==> src/rtl/fic_consts.svh <==
// Register map, field positions and reset values of the fault and interrupt capture block.
// Functional notes
// A rising edge on system fault sets fault bit 8.
// Bus timeout sets fault bit 10 in I/O cycles, bit 7 in memory cycles.
// Memory parity error input sets fault bit 13 while asserted.
// Memory protect fault while we own the operand bus sets fault bit 15.
// Memory protect fault while we do not own the bus sets fault bit 14.
// External memory management raises memory protect on access, write or execute faults.
// Software clear of timeout, parity or protect faults ignored while input still asserted.
// Falling edge on a user interrupt input sets its pending bit.
// Falling edge on an I/O level interrupt input sets its pending bit.
// Software masks each user and I/O level interrupt by setting its mask bit.
// Master reset clears all pending user and I/O level interrupts.
// Power fail sets pending bit 15 and interrupts the processor.
// Nothing can mask or disable the power fail interrupt.
// In native mode the system applies master reset after any power fail.
// The system holds master reset low for at least one clock period.
// Operand address bus is driven only while we own the bus.
// Operand data bus is bidirectional and released when we do not own the bus.
// Test mode releases both operand address and data buses.
// Fault and pending bits stay set until software clear or master reset.
`ifndef FIC_CONSTS_SVH
`define FIC_CONSTS_SVH

`define FIC_OFS_FAULT 8'h00
`define FIC_OFS_FMASK 8'h04
`define FIC_OFS_PEND 8'h08
`define FIC_OFS_IMASK 8'h0C
`define FIC_OFS_PINS 8'h10
`define FIC_OFS_DATA_IN 8'h14

`define FIC_FLT_MEM_TMO 4'h7
`define FIC_FLT_SYS 4'h8
`define FIC_FLT_IO_TMO 4'hA
`define FIC_FLT_PARITY 4'hD
`define FIC_FLT_DMA 4'hE
`define FIC_FLT_CPU 4'hF
`define FIC_PEND_POWER_FAIL_N 4'hF

`define FIC_FLT_IMPL 16'hE580
`define FIC_PEND_IMPL 16'h80FF
`define FIC_IMASK_WR 16'h00FF
`define FIC_RST_WORD 16'h0000

`define FIC_RESP_OKAY 2'h0
`define FIC_RESP_SLVERR 2'h2

`endif

==> src/rtl/fic_pkg.sv <==
// Types shared by the fault and interrupt capture block.
package fic_pkg;

  typedef enum logic {FIC_RD_IDLE, FIC_RD_RESP} fic_rd_e;

  typedef struct packed {
    logic prev;
  } fic_edge_s;

  typedef struct packed {
    logic [15:0] fault;
    logic [15:0] fmask;
    logic [15:0] pend;
    logic [15:0] imask;
    logic aw_have;
    logic [7:0] aw_addr;
    logic w_have;
    logic [31:0] wdata;
    logic [3:0] wstrb;
    logic awready;
    logic wready;
    logic bvalid;
    logic [1:0] bresp;
    fic_rd_e rd;
    logic arready;
    logic rvalid;
    logic [31:0] rdata;
    logic [1:0] rresp;
    logic irq;
    logic [15:0] addr_o;
    logic addr_oe_n;
    logic [15:0] data_o;
    logic data_oe_n;
    logic [15:0] data_seen;
  } fic_state_s;

endpackage : fic_pkg

==> src/rtl/fic_top.sv <==
// Fault and interrupt input capture with operand bus release and an AXI4-Lite register slave.
//
// The address map and the AXI4-Lite interface to the registers were chosen for this implementation.
`timescale 1ns/1ns
`include "fic_consts.svh"
module fic_top (
  input wire logic aclk,
  input wire logic aresetn,
  input wire logic [7:0] s_axi_awaddr,
  input wire logic s_axi_awvalid,
  output logic s_axi_awready,
  input wire logic [31:0] s_axi_wdata,
  input wire logic [3:0] s_axi_wstrb,
  input wire logic s_axi_wvalid,
  output logic s_axi_wready,
  output logic [1:0] s_axi_bresp,
  output logic s_axi_bvalid,
  input wire logic s_axi_bready,
  input wire logic [7:0] s_axi_araddr,
  input wire logic s_axi_arvalid,
  output logic s_axi_arready,
  output logic [31:0] s_axi_rdata,
  output logic [1:0] s_axi_rresp,
  output logic s_axi_rvalid,
  input wire logic s_axi_rready,
  input wire logic system_fault_in,
  input wire logic bus_timeout_error_n,
  input wire logic memory_parity_error_in,
  input wire logic memory_protect_fault_in,
  input wire logic io_cycle_in,
  input wire logic mem_cycle_in,
  input wire logic user_irq0_n,
  input wire logic user_irq1_n,
  input wire logic user_irq2_n,
  input wire logic user_irq3_n,
  input wire logic user_irq4_n,
  input wire logic user_irq5_n,
  input wire logic io_level_irq0_n,
  input wire logic io_level_irq1_n,
  input wire logic power_fail_n,
  input wire logic master_reset_n,
  input wire logic test_mode_n,
  input wire logic bus_owned_in,
  input wire logic core_write_in,
  input wire logic [15:0] core_addr_in,
  input wire logic [15:0] core_wdata_in,
  output logic [15:0] core_rdata,
  output logic [15:0] oper_addr_o,
  output logic oper_addr_oe_n,
  input wire logic [15:0] oper_data_i,
  output logic [15:0] oper_data_o,
  output logic oper_data_oe_n,
  output logic irq
);

  fic_pkg::fic_state_s s_r;
  fic_pkg::fic_state_s s_nxt;

  logic [7:0] irq_n_vec;
  logic [7:0] irq_fall;
  logic sys_rise;
  logic [15:0] fset;
  logic [15:0] fhold;
  logic [15:0] fclr;
  logic [15:0] pset;
  logic [15:0] pclr;
  logic [15:0] wmask;
  logic [15:0] wbits;
  logic [15:0] rword;
  logic [15:0] pins;
  logic wr_fire;
  logic drive_ok;

  assign irq_n_vec = {io_level_irq1_n, io_level_irq0_n, user_irq5_n, user_irq4_n,
                      user_irq3_n, user_irq2_n, user_irq1_n, user_irq0_n};

  // User and I/O level interrupt inputs are all active low and edge sensitive.
  for (genvar gi = 0; gi < 8; gi++) begin : g_irq_edge
    fic_edge #(
      .ACTIVE_HIGH(1'h0)
    ) u_irq_edge (
      .aclk(aclk),
      .aresetn(aresetn),
      .level_in(irq_n_vec[gi]),
      .edge_pulse(irq_fall[gi])
    );
  end

  fic_edge #(
    .ACTIVE_HIGH(1'h1)
  ) u_sys_edge (
    .aclk(aclk),
    .aresetn(aresetn),
    .level_in(system_fault_in),
    .edge_pulse(sys_rise)
  );

  assign pins = {~irq_n_vec, !test_mode_n, bus_owned_in, !master_reset_n, !power_fail_n,
                 memory_protect_fault_in, memory_parity_error_in, !bus_timeout_error_n,
                 system_fault_in};

  always_comb begin
    s_nxt = s_r;
    fset = `FIC_RST_WORD;
    fhold = `FIC_RST_WORD;
    pset = `FIC_RST_WORD;
    fclr = `FIC_RST_WORD;
    pclr = `FIC_RST_WORD;
    rword = `FIC_RST_WORD;

    fset[`FIC_FLT_SYS] = sys_rise;
    if (!bus_timeout_error_n) begin
      fset[`FIC_FLT_IO_TMO] = io_cycle_in;
      fset[`FIC_FLT_MEM_TMO] = mem_cycle_in;
    end
    fset[`FIC_FLT_PARITY] = memory_parity_error_in;
    if (memory_protect_fault_in) begin
      if (bus_owned_in) begin
        fset[`FIC_FLT_CPU] = 1'h1;
      end else begin
        fset[`FIC_FLT_DMA] = 1'h1;
      end
    end

    // A timeout, parity or protect fault bit whose input is still asserted cannot be cleared by software.
    fhold[`FIC_FLT_IO_TMO] = !bus_timeout_error_n;
    fhold[`FIC_FLT_MEM_TMO] = !bus_timeout_error_n;
    fhold[`FIC_FLT_PARITY] = memory_parity_error_in;
    fhold[`FIC_FLT_DMA] = memory_protect_fault_in;
    fhold[`FIC_FLT_CPU] = memory_protect_fault_in;

    pset[7:0] = irq_fall;
    pset[`FIC_PEND_POWER_FAIL_N] = !power_fail_n;

    // Write channel: address and data are taken in either order, then answered.
    wr_fire = s_r.aw_have && s_r.w_have && !s_r.bvalid;
    wmask = {{8{s_r.wstrb[1]}}, {8{s_r.wstrb[0]}}};
    wbits = s_r.wdata[15:0] & wmask;
    if (s_axi_awvalid && s_r.awready) begin
      s_nxt.aw_have = 1'h1;
      s_nxt.aw_addr = s_axi_awaddr;
    end
    if (s_axi_wvalid && s_r.wready) begin
      s_nxt.w_have = 1'h1;
      s_nxt.wdata = s_axi_wdata;
      s_nxt.wstrb = s_axi_wstrb;
    end
    if (s_r.bvalid && s_axi_bready) begin
      s_nxt.bvalid = 1'h0;
    end
    if (wr_fire) begin
      s_nxt.aw_have = 1'h0;
      s_nxt.w_have = 1'h0;
      s_nxt.bvalid = 1'h1;
      s_nxt.bresp = `FIC_RESP_OKAY;
      case (s_r.aw_addr)
        `FIC_OFS_FAULT: begin
          fclr = wbits & ~fhold;
        end
        `FIC_OFS_FMASK: begin
          s_nxt.fmask = ((s_r.fmask & ~wmask) | wbits) & `FIC_FLT_IMPL;
        end
        `FIC_OFS_PEND: begin
          pclr = wbits;
        end
        `FIC_OFS_IMASK: begin
          // The power fail position is not writable, so it can never be masked.
          s_nxt.imask = ((s_r.imask & ~wmask) | wbits) & `FIC_IMASK_WR;
        end
        `FIC_OFS_PINS, `FIC_OFS_DATA_IN: begin
          s_nxt.bresp = `FIC_RESP_OKAY;
        end
        default: begin
          s_nxt.bresp = `FIC_RESP_SLVERR;
        end
      endcase
    end
    s_nxt.awready = !s_nxt.aw_have && !s_nxt.bvalid;
    s_nxt.wready = !s_nxt.w_have && !s_nxt.bvalid;

    // Sticky bits: a set in the same cycle as a clear wins.
    s_nxt.fault = ((s_r.fault & ~fclr) | fset) & `FIC_FLT_IMPL;
    s_nxt.pend = ((s_r.pend & ~pclr) | pset) & `FIC_PEND_IMPL;
    // Master reset empties both registers for as long as it is held, even over a new event.
    if (!master_reset_n) begin
      s_nxt.fault = `FIC_RST_WORD;
      s_nxt.pend = `FIC_RST_WORD;
    end

    // Read channel: one read at a time, answered in the cycle after the address is taken.
    unique case (s_r.rd)
      fic_pkg::FIC_RD_IDLE: begin
        if (s_axi_arvalid && s_r.arready) begin
          s_nxt.rd = fic_pkg::FIC_RD_RESP;
          s_nxt.rvalid = 1'h1;
          s_nxt.rresp = `FIC_RESP_OKAY;
          case (s_axi_araddr)
            `FIC_OFS_FAULT: rword = s_r.fault;
            `FIC_OFS_FMASK: rword = s_r.fmask;
            `FIC_OFS_PEND: rword = s_r.pend;
            `FIC_OFS_IMASK: rword = s_r.imask;
            `FIC_OFS_PINS: rword = pins;
            `FIC_OFS_DATA_IN: rword = s_r.data_seen;
            default: s_nxt.rresp = `FIC_RESP_SLVERR;
          endcase
          s_nxt.rdata = {16'h0000, rword};
        end
      end
      fic_pkg::FIC_RD_RESP: begin
        if (s_axi_rready) begin
          s_nxt.rd = fic_pkg::FIC_RD_IDLE;
          s_nxt.rvalid = 1'h0;
        end
      end
    endcase
    s_nxt.arready = (s_nxt.rd == fic_pkg::FIC_RD_IDLE);

    // Power fail bypasses the mask entirely.
    s_nxt.irq = (|(s_nxt.fault & ~s_nxt.fmask)) ||
                (|(s_nxt.pend[7:0] & ~s_nxt.imask[7:0])) ||
                s_nxt.pend[`FIC_PEND_POWER_FAIL_N];

    // Operand address pins are released unless we own the bus and test mode is off; data pins also need a core write.
    drive_ok = bus_owned_in && test_mode_n;
    s_nxt.addr_o = core_addr_in;
    s_nxt.addr_oe_n = !drive_ok;
    s_nxt.data_o = core_wdata_in;
    s_nxt.data_oe_n = !(drive_ok && core_write_in);
    if (s_r.data_oe_n) begin
      s_nxt.data_seen = oper_data_i;
    end
  end

  always_ff @(posedge aclk) begin
    if (!aresetn) begin
      s_r <= '0;
      s_r.addr_oe_n <= 1'h1;
      s_r.data_oe_n <= 1'h1;
    end else begin
      s_r <= s_nxt;
    end
  end

  assign s_axi_awready = s_r.awready;
  assign s_axi_wready = s_r.wready;
  assign s_axi_bvalid = s_r.bvalid;
  assign s_axi_bresp = s_r.bresp;
  assign s_axi_arready = s_r.arready;
  assign s_axi_rvalid = s_r.rvalid;
  assign s_axi_rdata = s_r.rdata;
  assign s_axi_rresp = s_r.rresp;
  assign irq = s_r.irq;
  assign oper_addr_o = s_r.addr_o;
  assign oper_addr_oe_n = s_r.addr_oe_n;
  assign oper_data_o = s_r.data_o;
  assign oper_data_oe_n = s_r.data_oe_n;
  assign core_rdata = s_r.data_seen;

  a_sys_fault_set: assert property (@(posedge aclk) disable iff (!aresetn)
    (system_fault_in && !$past(system_fault_in) && master_reset_n) |=> s_r.fault[8])
    else $error("system fault edge did not set fault bit 8");

  a_timeout_io_mem: assert property (@(posedge aclk) disable iff (!aresetn)
    (!bus_timeout_error_n && master_reset_n) |=>
      ((s_r.fault[10] == $past(io_cycle_in)) || $past(s_r.fault[10])) &&
      (s_r.fault[7] || !$past(mem_cycle_in)))
    else $error("bus timeout did not set the bit of its cycle type");

  a_parity_set: assert property (@(posedge aclk) disable iff (!aresetn)
    (memory_parity_error_in && master_reset_n) |=> s_r.fault[13])
    else $error("parity error did not set fault bit 13");

  a_protect_cpu: assert property (@(posedge aclk) disable iff (!aresetn)
    (memory_protect_fault_in && bus_owned_in && master_reset_n) |=> s_r.fault[15])
    else $error("protect fault on owned bus did not set bit 15");

  a_protect_dma: assert property (@(posedge aclk) disable iff (!aresetn)
    (memory_protect_fault_in && !bus_owned_in && master_reset_n) |=> s_r.fault[14])
    else $error("protect fault on foreign bus did not set bit 14");

  a_clear_blocked: assert property (@(posedge aclk) disable iff (!aresetn)
    (s_r.fault[7] && !bus_timeout_error_n && master_reset_n) |=> s_r.fault[7])
    else $error("timeout fault cleared while its input was asserted");

  a_irq_edge_pend: assert property (@(posedge aclk) disable iff (!aresetn)
    (irq_fall != 8'h00 && master_reset_n) |=> ((s_r.pend[7:0] & $past(irq_fall)) == $past(irq_fall)))
    else $error("interrupt falling edge did not set its pending bit");

  a_mask_gates: assert property (@(posedge aclk) disable iff (!aresetn)
    ((s_r.fault & ~s_r.fmask) == 16'h0000 && s_r.pend[15] == 1'h0 &&
     (s_r.pend[7:0] & ~s_r.imask[7:0]) == 8'h00) |-> !irq)
    else $error("interrupt raised with every source masked");

  a_master_reset_n_clears: assert property (@(posedge aclk) disable iff (!aresetn)
    !master_reset_n |=> (s_r.pend == 16'h0000 && s_r.fault == 16'h0000))
    else $error("master reset left pending or fault bits set");

  a_power_fail_n_irq: assert property (@(posedge aclk) disable iff (!aresetn)
    (!power_fail_n && master_reset_n) |=> (s_r.pend[15] && irq && !s_r.imask[15]))
    else $error("power fail did not raise an unmaskable interrupt");

  a_addr_release: assert property (@(posedge aclk) disable iff (!aresetn)
    !bus_owned_in |=> (oper_addr_oe_n && oper_data_oe_n))
    else $error("operand bus driven while not owned");

  a_test_release: assert property (@(posedge aclk) disable iff (!aresetn)
    !test_mode_n |=> (oper_addr_oe_n && oper_data_oe_n))
    else $error("operand bus driven in test mode");

  a_fault_sticky: assert property (@(posedge aclk) disable iff (!aresetn)
    (s_r.fault[8] && master_reset_n && !fclr[8]) |=> s_r.fault[8])
    else $error("system fault bit dropped without a clear");

endmodule : fic_top

==> src/rtl/fic_edge.sv <==
// Single-input edge detector that pulses for one cycle on the active-going edge.
`timescale 1ns/1ns
module fic_edge #(
  parameter bit ACTIVE_HIGH = 1'h1
) (
  input wire logic aclk,
  input wire logic aresetn,
  input wire logic level_in,
  output logic edge_pulse
);

  fic_pkg::fic_edge_s s_r;
  fic_pkg::fic_edge_s s_nxt;

  // The history starts at the idle level, so an input already active at reset is seen as an edge.
  always_comb begin
    s_nxt = s_r;
    s_nxt.prev = level_in;
    edge_pulse = ACTIVE_HIGH ? (level_in && !s_r.prev) : (!level_in && s_r.prev);
  end

  always_ff @(posedge aclk) begin
    if (!aresetn) begin
      s_r.prev <= !ACTIVE_HIGH;
    end else begin
      s_r <= s_nxt;
    end
  end

endmodule : fic_edge

==> config.mk <==
export PLATFORM = sky130hd
export DESIGN_NAME = fic_top
export DESIGN_NICKNAME = d
export VERILOG_FILES = /design/src/rtl/fic_pkg.sv /design/src/rtl/fic_top.sv /design/src/rtl/fic_edge.sv
export VERILOG_INCLUDE_DIRS = /design/src /design/src/rtl
export SDC_FILE = /design/constraint.sdc
export NUM_CORES = 1
export LEC_CHECK = 0
export ABC_AREA = 1
export BUFFER_PORTS_ARGS = -buffer_cell sky130_fd_sc_hd__buf_4
export CAP_MARGIN = 20
export CORE_UTILIZATION = 33
export DETAILED_ROUTE_END_ITERATION = 7
export PLACE_DENSITY_LB_ADDON = 0.12
export SLEW_MARGIN = 10
export SYNTH_ARGS = -nofsm -noshare
export SYNTH_HDL_FRONTEND = slang
export SYNTH_HIERARCHICAL = 1
export SYNTH_SLANG_ARGS = --single-unit
==> constraint.sdc <==
create_clock -name aclk -period 1.4 [get_ports aclk]
set_input_delay 0.21 -clock aclk [delete_from_list [all_inputs] [get_ports aclk]]
set_output_delay 0.21 -clock aclk [all_outputs]
set_load 0.01 [all_outputs]
==> flow_summary.yaml <==
layout:
  drive_gt1_share_pct: 30.33
  fin_nets: 1280
  final_cell_mix: "buf_4 (258), nand2_1 (178), dfxtp_1 (140)"
  final_cells: 1432
  fin_util_pct: 48.58
  final_area_um2: 9517
  fill_cells: 2020
  layout_commonest_cell: "buf_4"
  ff_latch_area_um2: 2973
  syn2layout_area_growth_pct: 43.78
  multiInputGateArea_um2: 2534
  antennaDiodeCount: 0
cts:
  cts_tree: "yes"
  clockBufferDepth: 2
  clkSinkCount: 148
  h-tree-depth: 4
  cts.clk_slew.worst_paths_ps: 60
  numCtsBuffers: 17
  insertion_delay_ps: 420
  cts_root_buf: "clkbuf_16"
setup_path:
  worst-path-max-fanout: 7
  crit_top_cell: "nor2_1"
  worst_setup_path_end_kind: "register"
  worstPathArrival_ps: 1960
  path_buf_inv: 2
  crit_path_top_delay_cell: "dfxtp_1"
  required_ps: 1700
  crit_type: "reg -> reg"
  path_delay_family: "simple AND/OR/NAND/NOR gates"
  cp_cell_sequence: "buf_4, nor2_1, nand2_2, nor2_4, nand3_1, nand2_2, inv_1, nand3_1, nand2_1, nor2_1, nand2_1, nor2_1, nor2_1"
  reg2reg_slack_ps: -260
  startpoint_type: "register"
  critPathMaxStageDelay_ps: 310
timing:
  rsz0062_at_grt: "yes"
  finalCritPeriodShare_pct: 118.2
  slew_violations: 0
  hold_violations: 0
  fin_skew_ps: 11.24
  fmax_ghz: 0.6041
  worst_slack_ps: -255.4
  period_minus_slack_ps: 1655
  hold_ws_ps: 17.96
  setup_viol: 2
  tns_ps: -271.4
place:
  hpwlAfterDp_mm: 14.19
  placed_cell_area_um2: 8339
  port_buffers: 178
  dp_slack_ps: -357.9
  dp.cells: 1354
  gp_congestion: 0.7932
run:
  max_cap_violations: 0
pwr:
  p_per_area_nw_per_um2: 1128
  ir_drop_mv: 0.7228
  power.leakage_nw: 4.590
  power_mw: 10.73
synth:
  synth_cell_types: 35
  ys_ff_latch: 148
  synthCells: 923
  ys.warnings.count: 6
  yosysSeqAreaShare_pct: 44.76
  netlist_area_um2: 6619
  avgSynthCellArea_um2: 7.171
detailed_routing:
  wl_per_cell_um: 13.19
  drt-pass1-iter-count: 4
  via_per_inst: 4.228
  drt_wl_total_mm: 18.89
  postRouteAntennaNets: 0
  drt_iter0_drc: 212
  drc: 0
  vias: 6054
status:
  status: "complete, but fails checks"
  violations: "setup timing"
grt:
  grt_pass1_wl_mm: 29.21
  grt_pass1_vias: 5623
  grt_max_degree: 54
  gr-total-overflow: 0
  antenna_found_initial: 0
  grtUsageTotal_pct: 18.65
die:
  die_w_um: 143.6
  die_area_um2: 20630
  fp.coreArea_um2: 19590
  rows: 51
  die_y_um: 143.6
  io-pin-count: 218
  start_util_pct: 33.79
worst_hold_path:
  hp-class: "in -> reg"
## per-layer routing
layer,routed length [um],GRT usage (%),part of all wire (%),vias up
li1,-,-,-,3226
met1,9287,25.72,49,2682
met2,8647,29.48,46,135
met3,781,3.965,4.1,11
met4,171,4.591,0.91,0
met5,0,0,0,-
## power breakdown
| part | switching, mW | internal, mW | leakage, nW |
|---|---|---|---|
| clock | 1.81 | 3.03 | 0.303 |
| combinational | 0.694 | 0.697 | 3.07 |
| sequential | 0.0967 | 4.40 | 1.22 |
| total | 2.60 | 8.13 | 4.59 |
## path summary, 6_finish.rpt
check,start,endpoint,cells after the start
max reg2reg,s_r[133],irq,13
max,s_r[133],irq,13
min,user_irq0_n,g_irq_edge[0].u_irq_edge/s_r,3
min reg2reg,register,register,2
## registers in the layout, summed over array words and instances (netlist names), 8 cells and up, named ones only
name and flops:
core_rdata 16, g_irq_edge.u_irq_edge/s_r 8, oper_addr_o 16, oper_data_o 16, s_axi_rdata 16, s_r 55
## worst register-to-register path, delay by kind of cell (launching register included)
| family | cells | cell delay, ps |
|---|---|---|
| buffers and inverters | 2 | 170 |
| AND/OR/NAND/NOR | 11 | 1060 |
| flip-flops | 1 | 310 |
## cells by family (layout without fill, tap and decap cells)
| kind of cell | count (synthesis) | count (layout) | share of synthesized area, % |
|---|---|---|---|
| buffers and inverters | 255 | 482 | 19.38 |
| DFF | 148 | 148 | 44.76 |
| AOI/OAI and AO/OA | 142 | 142 | 11.36 |
| other | 1 | 18 | 0.05666 |
| and+or+nand+nor | 377 | 377 | 24.44 |
## area by class of cell
cell class                 instances  area share (%)
inverter                         140           5.522
clock inverter                    13           1.906
multi-input combinational        537           26.62
clock buffer                      19           4.654
sequential                       148           31.24
tap                              265           3.484
timing repair buffer             310           26.57
## timing repair
action	CTS	global route
setup buffers	0	2
gates resized for setup	11	18
endpoints found under the hold margin	44	0
pin swaps	4	4
endpoints found under the setup margin	4	33
hold buffers	44	0
## Yosys cell counts
library cell | n | share of area, %
nor3_1 | 12 | 0.91
nand3_2 | 1 | 0.15
inv_1 | 129 | 7.3
nand4_1 | 2 | 0.19
nand3_4 | 1 | 0.26
buf_4 | 84 | 9.5
o211ai_1 | 1 | 0.11
conb_1 | 1 | 0.057
nand3b_1 | 2 | 0.23
nand2_1 | 186 | 11
nor2_4 | 3 | 0.51
nor2_8 | 1 | 0.30
a311oi_1 | 1 | 0.13
a211oi_1 | 1 | 0.11
nor4_1 | 3 | 0.28
clkinv_1 | 1 | 0.057
nor2_2 | 7 | 0.66
nor2_1 | 115 | 6.5
a2111oi_0 | 1 | 0.13
nand2_4 | 2 | 0.34
clkbuf_1 | 23 | 1.3
inv_2 | 10 | 0.57
nand3_1 | 37 | 2.8
o22ai_1 | 12 | 1.1
nor3_2 | 2 | 0.30
nand2_2 | 2 | 0.19
dfxtp_1 | 148 | 45
a221oi_1 | 1 | 0.13
nor3_4 | 1 | 0.25
buf_2 | 8 | 0.60
o21ai_1 | 18 | 1.4
o221ai_1 | 2 | 0.26
o31ai_1 | 1 | 0.11
o21ai_0 | 52 | 3.9
a21oi_1 | 52 | 3.9
(Power assumes the default switching activity.)
